===== src/common/fsp_pkg.sv =====
/*
  Constants for the flash self-program sequencer: command codes, address
  layout, timing counts.
  Assumes a 10 MHz core clock and a flash array modelled outside this block.
*/
package fsp_pkg;

  // ***********************************************
  // sizes
  // ***********************************************
  localparam int unsigned FSP_ADDR_W = 16;
  localparam int unsigned FSP_WORD_BITS = 5;
  localparam int unsigned FSP_PAGE_WORDS = 32;
  localparam int unsigned FSP_PAGE_BITS = 9;
  localparam int unsigned FSP_PAGE_LSB = FSP_WORD_BITS + 1;
  localparam int unsigned FSP_CMD_W = 7;
  localparam logic [FSP_PAGE_BITS-1:0] FSP_BOOT_FIRST_PAGE = 9'h1_E0;
  localparam logic [15:0] FSP_BLANK_WORD = 16'hFFFF;
  localparam logic [15:0] FSP_CRC_SEED = 16'hFFFF;
  localparam logic [15:0] FSP_CRC_POLY = 16'h1021;

  // ***********************************************
  // command codes
  // ***********************************************
  localparam logic [6:0] FSP_CMD_NOP = 7'h00;
  localparam logic [6:0] FSP_CMD_LOAD_BUF = 7'h23;
  localparam logic [6:0] FSP_CMD_ERASE_BUF = 7'h26;
  localparam logic [6:0] FSP_CMD_ERASE_PAGE = 7'h2B;
  localparam logic [6:0] FSP_CMD_WRITE_PAGE = 7'h2E;
  localparam logic [6:0] FSP_CMD_EW_PAGE = 7'h2F;
  localparam logic [6:0] FSP_CMD_RANGE_CRC = 7'h3A;
  localparam logic [6:0] FSP_CMD_ERASE_APP = 7'h20;
  localparam logic [6:0] FSP_CMD_ERASE_APP_PG = 7'h22;
  localparam logic [6:0] FSP_CMD_WRITE_APP_PG = 7'h24;
  localparam logic [6:0] FSP_CMD_EW_APP_PG = 7'h25;
  localparam logic [6:0] FSP_CMD_APP_CRC = 7'h38;
  localparam logic [6:0] FSP_CMD_ERASE_BOOT_PG = 7'h2A;
  localparam logic [6:0] FSP_CMD_WRITE_BOOT_PG = 7'h2C;
  localparam logic [6:0] FSP_CMD_EW_BOOT_PG = 7'h2D;
  localparam logic [6:0] FSP_CMD_BOOT_CRC = 7'h39;
  localparam logic [6:0] FSP_CMD_ERASE_SIG = 7'h18;
  localparam logic [6:0] FSP_CMD_WRITE_SIG = 7'h1A;

  // ***********************************************
  // timing
  // ***********************************************
  localparam int unsigned FSP_CLK_HZ = 10_000_000;
  localparam int unsigned FSP_ERASE_US = 100;
  localparam int unsigned FSP_PROG_US = 100;
  localparam int unsigned FSP_ERASE_CYC = (FSP_ERASE_US * (FSP_CLK_HZ / 1_000_000) > 0) ?
                                          FSP_ERASE_US * (FSP_CLK_HZ / 1_000_000) : 1;
  localparam int unsigned FSP_PROG_CYC = (FSP_PROG_US * (FSP_CLK_HZ / 1_000_000) > 0) ?
                                         FSP_PROG_US * (FSP_CLK_HZ / 1_000_000) : 1;
  localparam int unsigned FSP_TMR_W = 12;

endpackage


===== src/common/fsp_flash_if.sv =====
/*
  Page buffer access between the sequencer and its page buffer.
  Assumes one clock domain.
*/
`timescale 1ns/1ps
interface fsp_buf_if;
  import fsp_pkg::*;
  logic wr_en;
  logic [FSP_WORD_BITS-1:0] wr_idx;
  logic [15:0] wr_data;
  logic clear;
  logic [FSP_WORD_BITS-1:0] rd_idx;
  logic [15:0] rd_data;
  modport owner (output wr_en, output wr_idx, output wr_data, output clear, output rd_idx, input rd_data);
  modport store (input wr_en, input wr_idx, input wr_data, input clear, input rd_idx, output rd_data);
endinterface


===== src/rtl/fsp_page_buf.sv =====
/*
  Flash page buffer: one word per location, cleared to all ones.
  Assumes the owner never writes and clears in the same cycle.
*/
`timescale 1ns/1ps
module fsp_page_buf
  import fsp_pkg::*;
(
  input wire logic mclk,
  input wire logic reset_n,
  fsp_buf_if.store bus
);
  logic [15:0] mem_reg [FSP_PAGE_WORDS];

  assign bus.rd_data = mem_reg[bus.rd_idx];

  always_ff @(posedge mclk)
  begin
    for (int i = 0; i < FSP_PAGE_WORDS; i++)
    begin
      if (!reset_n || bus.clear)
        mem_reg[i] <= FSP_BLANK_WORD;
      else if (bus.wr_en && bus.wr_idx == i[FSP_WORD_BITS-1:0])
        mem_reg[i] <= bus.wr_data;
    end
  end

  a_clear_blank: assert property (@(posedge mclk) disable iff (!reset_n)
    bus.clear |=> mem_reg[0] == FSP_BLANK_WORD && mem_reg[FSP_PAGE_WORDS-1] == FSP_BLANK_WORD)
    else $error("page buffer not blank after clear");
endmodule // fsp_page_buf


===== src/rtl/fsp_crc16.sv =====
/*
  Byte-serial crc16 update stage.
  Assumes the caller seeds and sequences bytes.
*/
`timescale 1ns/1ps
module fsp_crc16
  import fsp_pkg::*;
(
  input wire logic [15:0] crc_in,
  input wire logic [7:0] byte_in,
  output logic [15:0] crc_out
);
  always_comb
  begin
    logic [15:0] c;
    c = crc_in ^ {byte_in, 8'h00};
    for (int b = 0; b < 8; b++)
      c = c[15] ? ({c[14:0], 1'b0} ^ FSP_CRC_POLY) : {c[14:0], 1'b0};
    crc_out = c;
  end
endmodule // fsp_crc16


===== src/rtl/fsp_sequencer.sv =====
/*
  Flash self-program command sequencer: decodes the command field, takes
  load / store / execute triggers from the core and drives the flash array.
  Assumes the flash array answers reads combinationally in the same cycle
  and performs erase/program when strobed; the core's unlock window is
  delivered as a level on unlock_ok.
*/
`timescale 1ns/1ps
module fsp_sequencer
  import fsp_pkg::*;
(
  input wire logic mclk,
  input wire logic reset_n,
  input wire logic [FSP_CMD_W-1:0] command_sel,
  input wire logic command_execute_bit,
  input wire logic unlock_ok,
  input wire logic program_memory_load_instr,
  input wire logic program_memory_store_instr,
  input wire logic [FSP_ADDR_W-1:0] pointer_addr,
  input wire logic [15:0] word_source_pair,
  input wire logic [FSP_ADDR_W-1:0] nvm_address_register,
  input wire logic [15:0] crc_end_addr,
  input wire logic boot_lock_programmed,
  output logic [7:0] load_dest_data,
  output logic [15:0] register_a,
  output logic busy_flag,
  output logic section_busy_flag,
  output logic core_halt,
  output logic cmd_aborted,
  output logic [FSP_ADDR_W-1:0] flash_rd_addr,
  input wire logic [7:0] flash_rd_byte,
  output logic flash_erase_page,
  output logic flash_erase_app,
  output logic flash_erase_sig,
  output logic flash_prog,
  output logic flash_prog_sig,
  output logic [FSP_PAGE_BITS-1:0] flash_page,
  output logic [FSP_WORD_BITS-1:0] flash_word,
  output logic [15:0] flash_wdata
);

  // ***********************************************
  // state
  // ***********************************************
  typedef enum logic [6:0] {
    FSP_IDLE   = 7'b000_0001,
    FSP_ERASE  = 7'b000_0010,
    FSP_PROG   = 7'b000_0100,
    FSP_CRC    = 7'b000_1000,
    FSP_BCLR   = 7'b001_0000,
    FSP_SCLR   = 7'b010_0000,
    FSP_ABORT  = 7'b100_0000
  } fsp_state_e;

  fsp_state_e state_reg, state_next;
  logic [FSP_TMR_W-1:0] tmr_reg, tmr_next;
  logic [FSP_PAGE_BITS-1:0] page_reg;
  logic [FSP_WORD_BITS-1:0] word_reg;
  logic prog_after_reg, sig_reg, app_all_reg, halt_reg, busy_out_reg, section_busy_flag_reg, abort_reg;
  logic [FSP_ADDR_W-1:0] crc_addr_reg, crc_end_reg;
  logic [15:0] crc_reg, data_reg;
  logic [7:0] load_reg;

  fsp_buf_if buf_bus ();

  fsp_page_buf u_buf (
    .mclk(mclk),
    .reset_n(reset_n),
    .bus(buf_bus)
  );

  // ***********************************************
  // decode
  // ***********************************************
  wire [FSP_PAGE_BITS-1:0] ptr_page = pointer_addr[FSP_PAGE_LSB +: FSP_PAGE_BITS];
  wire [FSP_WORD_BITS-1:0] ptr_word = pointer_addr[1 +: FSP_WORD_BITS];
  wire ptr_in_boot = ptr_page >= FSP_BOOT_FIRST_PAGE;
  wire idle = state_reg == FSP_IDLE;
  wire store_go = idle && program_memory_store_instr;
  wire exec_go = idle && command_execute_bit && unlock_ok;
  wire prot_store = store_go && unlock_ok;

  wire c_load = command_sel == FSP_CMD_LOAD_BUF;
  wire c_ebuf = command_sel == FSP_CMD_ERASE_BUF;
  wire c_erase_any = command_sel == FSP_CMD_ERASE_PAGE;
  wire c_write_any = command_sel == FSP_CMD_WRITE_PAGE;
  wire c_ew_any = command_sel == FSP_CMD_EW_PAGE;
  wire c_rcrc = command_sel == FSP_CMD_RANGE_CRC;
  wire c_eapp = command_sel == FSP_CMD_ERASE_APP;
  wire c_app_e = command_sel == FSP_CMD_ERASE_APP_PG;
  wire c_app_w = command_sel == FSP_CMD_WRITE_APP_PG;
  wire c_app_ew = command_sel == FSP_CMD_EW_APP_PG;
  wire c_acrc = command_sel == FSP_CMD_APP_CRC;
  wire c_boot_e = command_sel == FSP_CMD_ERASE_BOOT_PG;
  wire c_boot_w = command_sel == FSP_CMD_WRITE_BOOT_PG;
  wire c_boot_ew = command_sel == FSP_CMD_EW_BOOT_PG;
  wire c_bcrc = command_sel == FSP_CMD_BOOT_CRC;
  wire c_esig = command_sel == FSP_CMD_ERASE_SIG;
  wire c_wsig = command_sel == FSP_CMD_WRITE_SIG;

  wire app_pg = c_app_e || c_app_w || c_app_ew;
  wire boot_pg = c_boot_e || c_boot_w || c_boot_ew;
  wire wrong_sec = (app_pg && ptr_in_boot) || (boot_pg && !ptr_in_boot);
  wire pg_erase = c_erase_any || c_app_e || c_boot_e;
  wire pg_write = c_write_any || c_app_w || c_boot_w;
  wire pg_ew = c_ew_any || c_app_ew || c_boot_ew;
  wire pg_cmd = pg_erase || pg_write || pg_ew;
  wire start_page = prot_store && pg_cmd && !wrong_sec;
  wire start_eapp = prot_store && c_eapp && !ptr_in_boot;
  wire start_esig = prot_store && c_esig;
  wire start_wsig = prot_store && c_wsig;
  wire start_ebuf = exec_go && c_ebuf;
  wire crc_cmd = c_rcrc || c_acrc || c_bcrc;
  wire start_crc = exec_go && crc_cmd && !(c_rcrc && boot_lock_programmed);
  wire start_abort = (prot_store && ((pg_cmd && wrong_sec) || (c_eapp && ptr_in_boot)))
                     || (exec_go && c_rcrc && boot_lock_programmed);

  wire [FSP_ADDR_W-1:0] crc_lo = c_rcrc ? nvm_address_register :
                                 c_bcrc ? {1'b0, FSP_BOOT_FIRST_PAGE, {FSP_PAGE_LSB{1'b0}}} : '0;
  wire [FSP_ADDR_W-1:0] crc_hi = c_rcrc ? crc_end_addr :
                                 c_acrc ? {1'b0, FSP_BOOT_FIRST_PAGE, {FSP_PAGE_LSB{1'b0}}} - 16'h0001 :
                                 16'hFFFF;
  wire crc_last = crc_addr_reg == crc_end_reg;
  wire tmr_done = tmr_reg == '0;
  wire [15:0] crc_step;

  fsp_crc16 u_crc (
    .crc_in(crc_reg),
    .byte_in(flash_rd_byte),
    .crc_out(crc_step)
  );

  // ***********************************************
  // sequence
  // ***********************************************
  always_comb
  begin
    state_next = state_reg;
    tmr_next = tmr_done ? tmr_reg : tmr_reg - 1'b1;
    unique case (state_reg)
      FSP_IDLE:
      begin
        if (start_page && !pg_write)
        begin
          state_next = FSP_ERASE;
          tmr_next = FSP_TMR_W'(FSP_ERASE_CYC - 1);
        end
        else if (start_page || start_wsig)
        begin
          state_next = FSP_PROG;
          tmr_next = FSP_TMR_W'(FSP_PROG_CYC - 1);
        end
        else if (start_eapp || start_esig)
        begin
          state_next = FSP_ERASE;
          tmr_next = FSP_TMR_W'(FSP_ERASE_CYC - 1);
        end
        else if (start_crc)
          state_next = FSP_CRC;
        else if (start_ebuf)
          state_next = FSP_BCLR;
        else if (start_abort)
          state_next = FSP_ABORT;
      end
      FSP_ERASE:
        if (tmr_done)
        begin
          state_next = prog_after_reg ? FSP_PROG : FSP_IDLE;
          tmr_next = FSP_TMR_W'(FSP_PROG_CYC - 1);
        end
      FSP_PROG:
        if (tmr_done && word_reg == FSP_WORD_BITS'(FSP_PAGE_WORDS - 1))
          state_next = sig_reg ? FSP_SCLR : FSP_IDLE;
      FSP_CRC:
        if (crc_last)
          state_next = FSP_IDLE;
      FSP_BCLR:
        state_next = FSP_IDLE;
      FSP_SCLR:
        state_next = FSP_IDLE;
      FSP_ABORT:
        state_next = FSP_IDLE;
      default:
        state_next = FSP_IDLE;
    endcase
  end

  always_ff @(posedge mclk)
  begin
    if (!reset_n)
    begin
      state_reg <= FSP_IDLE;
      tmr_reg <= '0;
    end
    else
    begin
      state_reg <= state_next;
      tmr_reg <= tmr_next;
    end
  end

  always_ff @(posedge mclk)
  begin
    if (!reset_n)
    begin
      page_reg <= '0;
      word_reg <= '0;
      prog_after_reg <= 1'b0;
      sig_reg <= 1'b0;
      app_all_reg <= 1'b0;
      crc_addr_reg <= '0;
      crc_end_reg <= '0;
      crc_reg <= FSP_CRC_SEED;
    end
    else if (idle)
    begin
      page_reg <= ptr_page;
      word_reg <= '0;
      prog_after_reg <= pg_ew;
      sig_reg <= c_wsig || c_esig;
      app_all_reg <= c_eapp;
      crc_addr_reg <= crc_lo;
      crc_end_reg <= crc_hi;
      crc_reg <= FSP_CRC_SEED;
    end
    else
    begin
      if (state_reg == FSP_PROG && tmr_done)
        word_reg <= word_reg + 1'b1;
      if (state_reg == FSP_CRC)
      begin
        crc_reg <= crc_step;
        crc_addr_reg <= crc_addr_reg + 1'b1;
      end
    end
  end

  // halt only for section erase, crc, signature row and boot-page work
  wire halting = (state_next == FSP_ERASE || state_next == FSP_PROG || state_next == FSP_CRC)
                 && (idle ? (crc_cmd || c_eapp || c_esig || c_wsig || boot_pg ||
                             ((c_erase_any || c_write_any || c_ew_any) && ptr_in_boot))
                          : halt_reg);

  always_ff @(posedge mclk)
  begin
    if (!reset_n)
    begin
      halt_reg <= 1'b0;
      busy_out_reg <= 1'b0;
      section_busy_flag_reg <= 1'b0;
      abort_reg <= 1'b0;
      data_reg <= '0;
      load_reg <= '0;
    end
    else
    begin
      halt_reg <= halting;
      busy_out_reg <= state_next != FSP_IDLE && state_next != FSP_ABORT && state_next != FSP_SCLR;
      section_busy_flag_reg <= state_next == FSP_ERASE || state_next == FSP_PROG;
      abort_reg <= state_next == FSP_ABORT || (abort_reg && !(start_page || start_crc));
      if (state_reg == FSP_CRC && crc_last)
        data_reg <= crc_step;
      if (idle && program_memory_load_instr && command_sel == FSP_CMD_NOP)
        load_reg <= flash_rd_byte;
    end
  end

  // ***********************************************
  // outputs
  // ***********************************************
  assign buf_bus.wr_en = store_go && c_load;
  assign buf_bus.wr_idx = ptr_word;
  assign buf_bus.wr_data = word_source_pair;
  assign buf_bus.clear = state_reg == FSP_BCLR || state_reg == FSP_SCLR;
  assign buf_bus.rd_idx = word_reg;

  assign flash_rd_addr = state_reg == FSP_CRC ? crc_addr_reg : pointer_addr;
  assign load_dest_data = load_reg;
  assign register_a = data_reg;
  assign busy_flag = busy_out_reg;
  assign section_busy_flag = section_busy_flag_reg;
  assign core_halt = halt_reg;
  assign cmd_aborted = abort_reg;
  assign flash_erase_page = state_reg == FSP_ERASE && tmr_done && !app_all_reg && !sig_reg;
  assign flash_erase_app = state_reg == FSP_ERASE && tmr_done && app_all_reg;
  assign flash_erase_sig = state_reg == FSP_ERASE && tmr_done && sig_reg;
  assign flash_prog = state_reg == FSP_PROG && tmr_done && !sig_reg;
  assign flash_prog_sig = state_reg == FSP_PROG && tmr_done && sig_reg;
  assign flash_page = page_reg;
  assign flash_word = word_reg;
  assign flash_wdata = buf_bus.rd_data;

  // ***********************************************
  // checks
  // ***********************************************
  a_unlock_needed: assert property (@(posedge mclk) disable iff (!reset_n)
    idle && !unlock_ok |=> state_reg == FSP_IDLE)
    else $error("protected trigger took effect without unlock");
  a_load_no_unlock: assert property (@(posedge mclk) disable iff (!reset_n)
    idle && program_memory_store_instr && c_load && !unlock_ok |-> buf_bus.wr_en)
    else $error("buffer load refused without unlock");
  a_ebuf_busy: assert property (@(posedge mclk) disable iff (!reset_n)
    start_ebuf |=> busy_flag ##1 !busy_flag)
    else $error("buffer erase busy wrong");
  a_section_busy_flag_tracks: assert property (@(posedge mclk) disable iff (!reset_n)
    section_busy_flag |-> busy_flag)
    else $error("section busy without busy");
  a_wrong_section: assert property (@(posedge mclk) disable iff (!reset_n)
    idle && program_memory_store_instr && unlock_ok && app_pg && ptr_in_boot |=> cmd_aborted && !busy_flag)
    else $error("wrong-section page command not aborted");
  a_crc_lock: assert property (@(posedge mclk) disable iff (!reset_n)
    exec_go && c_rcrc && boot_lock_programmed |=> state_reg == FSP_ABORT)
    else $error("range crc ran with boot lock set");
  a_crc_halt: assert property (@(posedge mclk) disable iff (!reset_n)
    start_crc |=> core_halt && busy_flag)
    else $error("crc without halt or busy");
  a_ew_order: assert property (@(posedge mclk) disable iff (!reset_n)
    state_reg == FSP_ERASE && tmr_done && prog_after_reg |=> state_reg == FSP_PROG && busy_flag)
    else $error("erase-write not atomic");
  a_sig_clear: assert property (@(posedge mclk) disable iff (!reset_n)
    state_reg == FSP_SCLR |-> buf_bus.clear && !core_halt)
    else $error("signature buffer clear wrong");
  a_eapp_halt: assert property (@(posedge mclk) disable iff (!reset_n)
    start_eapp |=> core_halt && section_busy_flag)
    else $error("app erase did not halt");

endmodule // fsp_sequencer


===== config.mk =====
export PLATFORM = sky130hd
export DESIGN_NAME = fsp_sequencer
export DESIGN_NICKNAME = d
export VERILOG_FILES = /design/src/common/fsp_pkg.sv /design/src/common/fsp_flash_if.sv /design/src/rtl/fsp_page_buf.sv /design/src/rtl/fsp_crc16.sv /design/src/rtl/fsp_sequencer.sv
export SDC_FILE = /design/constraint.sdc
export NUM_CORES = 1
export LEC_CHECK = 0
export ABC_AREA = 1
export BUFFER_PORTS_ARGS = -buffer_cell sky130_fd_sc_hd__buf_4
export CAP_MARGIN = 20
export CORE_ASPECT_RATIO = 1.4
export CORE_UTILIZATION = 66
export DETAILED_ROUTE_END_ITERATION = 8
export GPL_TIMING_DRIVEN = 0
export PLACE_DENSITY = 0.9
export SYNTH_ARGS = -nofsm -noshare
export SYNTH_HDL_FRONTEND = slang
export SYNTH_HIERARCHICAL = 1
export SYNTH_SLANG_ARGS = --single-unit

===== constraint.sdc =====
create_clock -name mclk -period 6 [get_ports mclk]
set_input_delay 0 -clock mclk [delete_from_list [all_inputs] [get_ports mclk]]
set_output_delay 0 -clock mclk [all_outputs]
set_load 0.02 [all_outputs]

* Word-level counts from Yosys, hierarchy flattened *
Memory sizes are Yosys's and may differ from the RTL's. A register that Yosys moved wholly into a read port is not among the register bits.
Cells that the tools add are included.

word-level totals
  bits in registers = 112
  bits in latches = 0
  bits in writable memories = 512
  bits in read-only memories = 0
  bits of input ports = 86
  memories kept = 1

memories
  name           depth  width  rd ports  clocked after Yosys merged registers in  write ports  RTL line            RTL
  u_buf.mem_reg  32     16     1         1                                        32           fsp_page_buf.sv:13  logic [15:0] mem_reg [FSP_PAGE_WORDS];

operators by class
  add/subtract/negate cells = 3
  multipliers = 0
  div/mod/pow operators = 0
  magnitude comparators = 1
  eq/ne operators = 63
  shifts and indexed selects = 0
  mux-type cells = 166
  bitwise logic cells = 42
  reduce and logical (&&, ||, !) cells = 118

operator list
  kind                     count
  $mux W16                 38
  $eq A7 B6 Y1 const B     16
  $mux W13                 8
  $mux W1                  99
  $eq A5 B5 Y1 const B     17
  $logic_and A1 B1 Y1      72
  $mux W7                  9
  $mux W12                 5
  $eq A5 B4 Y1 const B     8
  $logic_or A1 B1 Y1       33
  $or A1 B1 Y1             32
  $pmux W7 S4              1
  $not A3 Y3               8
  $pmux W12 S2             1
  $eq A7 B5 Y1 const B     3
  $eq A5 B3 Y1 const B     4
  $add A16 B1 Y16 const B  1
  $eq A16 B16 Y1           1
  $xor A16 B16 Y16         1
  $mux W15                 1
  $eq A7 B2 Y1 const B     2
  $eq A7 B3 Y1 const B     2
  $eq A7 B4 Y1 const B     2
  $logic_not A12 Y1        1
  19 further kinds         28

* Logic depth before layout (Yosys ltp) *
  depth in word-level cells = 20
  depth in mapped cells = 14
  mapped depth without buffers = 14

* Hierarchy *
Netlist, hierarchy kept.

modules (own cells, without submodules)
  module         instances  cells each  area each (µm²)
  fsp_page_buf   1          2475        24337.1
  fsp_sequencer  1          783         5662.9
  fsp_crc16      1          115         491.7

* Worst setup path after synthesis *
No wires, ideal clock.

  path kind = reg-to-reg
  start point = reg state_reg[3]
  end point = mem u_buf.mem_reg[0][0] (enable)
  library setup time = 0.411 ns
  arrival time = 2.894 ns
  setup slack = 2.694 ns
  cell stages (with the launch flop) = 12
  clock period less this slack = 3.306 ns
  cells stage by stage = dfxtp_1 -> inv_1 -> nand2_1 -> inv_2 -> nand4_2 -> buf_2 -> buf_2 -> nor4_1 -> inv_1 -> nor2_4 -> inv_1 -> o21ai_0

RTL lines
  what                      RTL line              RTL
  start: declaration        fsp_sequencer.sv:55   fsp_state_e state_reg, state_next;
  start signal: assignment  fsp_sequencer.sv:197  state_reg <= state_next;
  end: declaration          fsp_page_buf.sv:13

==> metrics <==
Syn Nets around 3500; initial antenna violation count 3; status completed; Cell variety after synth 50; Syn-to-layout area delta 15.9%; core area around 0.045 mm^2; H-tree depth 2; Final Hold Fails 0; Setup Skew 0.0202 ns; simple-gate area share of the yosys netlist 0.318; Filler cells 2848; most frequent cells in the layout nand2_1, edfxtp_1, nand3_1, buf_4, dfxtp_1; Worst R2R Setup Slack 2.41 ns; worst-path fanout max 16; vias per cell 6.29; WL final about 100000 um; Crit-path slowest cell nand2_1; GP Congestion 1.03; CTS Root Buffer Type clkbuf_16; footprint of the multi-input gates approximately 0.011 mm^2; slowest stage delay, CP approximately 0.7 ns; Arr. time, crit path roughly 3.8 ns; hold path startpoint unlock_ok; # rows 92; setup slack after layout roughly 2.4 ns; Critical Path Start Type flip-flop; largest net degree at the start of global routing 17; post-synthesis sequential area ratio 0.578; adder-cell share of the synthesized area 0.00205; port bufs 164; drt initial violations 4422; RSZ-0062 raised after global routing false; xor/xnor cell area share of the yosys netlist 0.00890; initial core utilization 0.672; pwr dens around 260 mW/mm^2; fin area about 0.035 mm^2; crit path launch state_reg[0]; leading cell type in the layout, fill and taps excluded nand2_1; post-route antenna net violation count 0; worst slew pin tran ~1.2 ns; global-route wire length before repair 153000 um; number of synthesized flops with an enable pin 512; max-cap violations 0; total negative slack 0 ns; placement-stage cell area 0.0325 mm^2; Syn. warnings 6; Synth Area in Compound Gates 0.0276; kind of critical path flip-flop to flip-flop; die height roughly 260 um; drt drc 0; post-CTS sizing 0; clk_lat worst skew 0.62 ns; Wirelength per Cell approximately 24 um; max reg flops between 500 and 600; cells on worst reg2reg path 11; die width about 180 um; Main synth FF type edfxtp_1; Hold EP cmd_aborted; Synth async-reset ratio 0; Reg2Reg Launch Point state_reg[0]; Die ar. between 0.04 and 0.05 mm^2; Final Setup Violations 0; TritonCTS buffer count 57; mux cell area share after synthesis 0; CP Capture Type flip-flop; total I/O pin count 165; clock sink total ~620; WHS Path Cells 6; final worst-path cycle share 0.599; Max-slew headroom 0.189; Reg clk slew, reported paths ~0.070 ns; CTS tree done; Post-Synthesis Cells between 3000 and 4000; Critical Path RT roughly 6.2 ns; crit path buf inv count 5; post-place setup slack around 2.5 ns; Hold Crit Class input pin to flip-flop; f_max 0.278 GHz; All-Layer GR Usage 0.445; Max Root-Sink Buffers 3; hpwl dp around 68000 um; nets 3792; TritonRoute pass-1 iters 7; reg-to-reg endpoint u_buf/mem_reg[22][11]; combinational family with the most area after synthesis simple AND/OR/NAND/NOR gates; Register Area 0.0176 mm^2; final max-slew violation count 0; crit path time final around 3.6 ns; Vias roughly 27000; share of cells above drive strength 1 0.151; Leakage roughly 13 nW; GRT overflow 0; worst vdd ir 0.000226 V; #FFs+latches synth between 600 and 700; via count of the first global-routing pass around 26000; critical path's top delay family simple AND/OR/NAND/NOR gates; mean post-synth cell area roughly 9 um^2; crit-path cells inv_2 > nor2_1 > nand4_2 > buf_2 > buf_2 > nor4_1 > nand2_2 > inv_2 > buf_6 > nand2_2 > nand2_1; Mapped Area ~0.030 mm^2
[synthesized netlist by cell type, drive strengths merged (2+ instances only)]
cell type  count  area, um^2
o21ai         54         270
nand3b         2        15.0
o221a         14         158
inv          127         482
dfxtp        112        2240
nand3        447        2260
nor4          16         128
o211ai         4        30.0
clkbuf        71         267
a211oi         4        35.0
nand2       1560        6020
xor2          13         114
a31oi          5        31.3
edfxtp       512       15400
or2            5        36.3
nand4         12        87.6
a221oi         3        26.3
xnor2         18         158
buf          157        1250
o2111ai        4        35.0
nor3          27         211
ha             5        62.6
nor2         150         938
a21oi         47         235
[cell type report]
class / count / area share
Antenna cell: 2 / 0.000142
Clock inverter: 30 / 0.00750
Inverter: 127 / 0.0136
Clock buffer: 74 / 0.0434
Timing Repair Buffer: 269 / 0.0647
Multi-Input combinational cell: 2394 / 0.308
Sequential cell: 624 / 0.498
Tap cell: 611 / 0.0216
Buffer: 228 / 0.0428
[tightest hold or removal path, stage by stage]
cell and delay (ns):
buf_4 0.12, inv_1 0.10, nor3_2 0.08, nand3_2 0.10, nand3_1 0.07, a21oi_1 0.14
[per-stage QoR]
stage	power, mW	hold slack [ns]	utilization	instances
final	9.23	0.0402	0.780	4359
after global routing	9.42	0.0802	0.780	4359
after CTS	9.14	0.0316	0.779	4357
after detailed placement	5.61	0.240	0.717	4149
after global placement	5.59	0.235	0.716	4148
after floorplan	5.35	0.141	-	3373
[logic make-up after synthesis]
logic type,count (synthesis)
adder cells (fa/ha/maj),5
AND/OR/NAND/NOR,2220
XOR/XNOR,31
flip-flops,624
AO/OA/AOI/OAI,138
buffers and inverters,355
[power by group]
group	internal [mW]	switching [mW]	total, mW
Combinational	0.272	0.556	0.828
Clock	1.97	1.63	3.60
Sequential	4.73	0.0696	4.80
[timing repair]
action	in CTS	in global routing
buffers inserted	0	0
hold endpoints to repair	152	0
hold buffers	104	0
endpoints found under the setup margin	0	0
[metal layers]
layer	routed length [um]	track usage	vias to the layer above	part of all wire
met5	17	0	-	0.00016
met4	11300	0.391	2	0.11
met3	14100	0.110	762	0.13
li1	-	-	11786	-
met1	31600	0.498	12326	0.30
met2	47700	0.705	2541	0.46
[how the worst max path moves through the flow]
stage                                        to  slack, ns  depth (start not counted)
after floorplan             u_buf/mem_reg[0][0]       2.69                         11
after global placement      u_buf/mem_reg[0][9]       1.32                         10
after detailed placement   u_buf/mem_reg[7][10]       2.54                         12
after CTS                   u_buf/mem_reg[7][0]       2.51                         11
after global routing        u_buf/mem_reg[7][0]       2.29                         12
final                     u_buf/mem_reg[22][11]       2.41                         11
No activity file was read; power rests on OpenSTA's default activity.
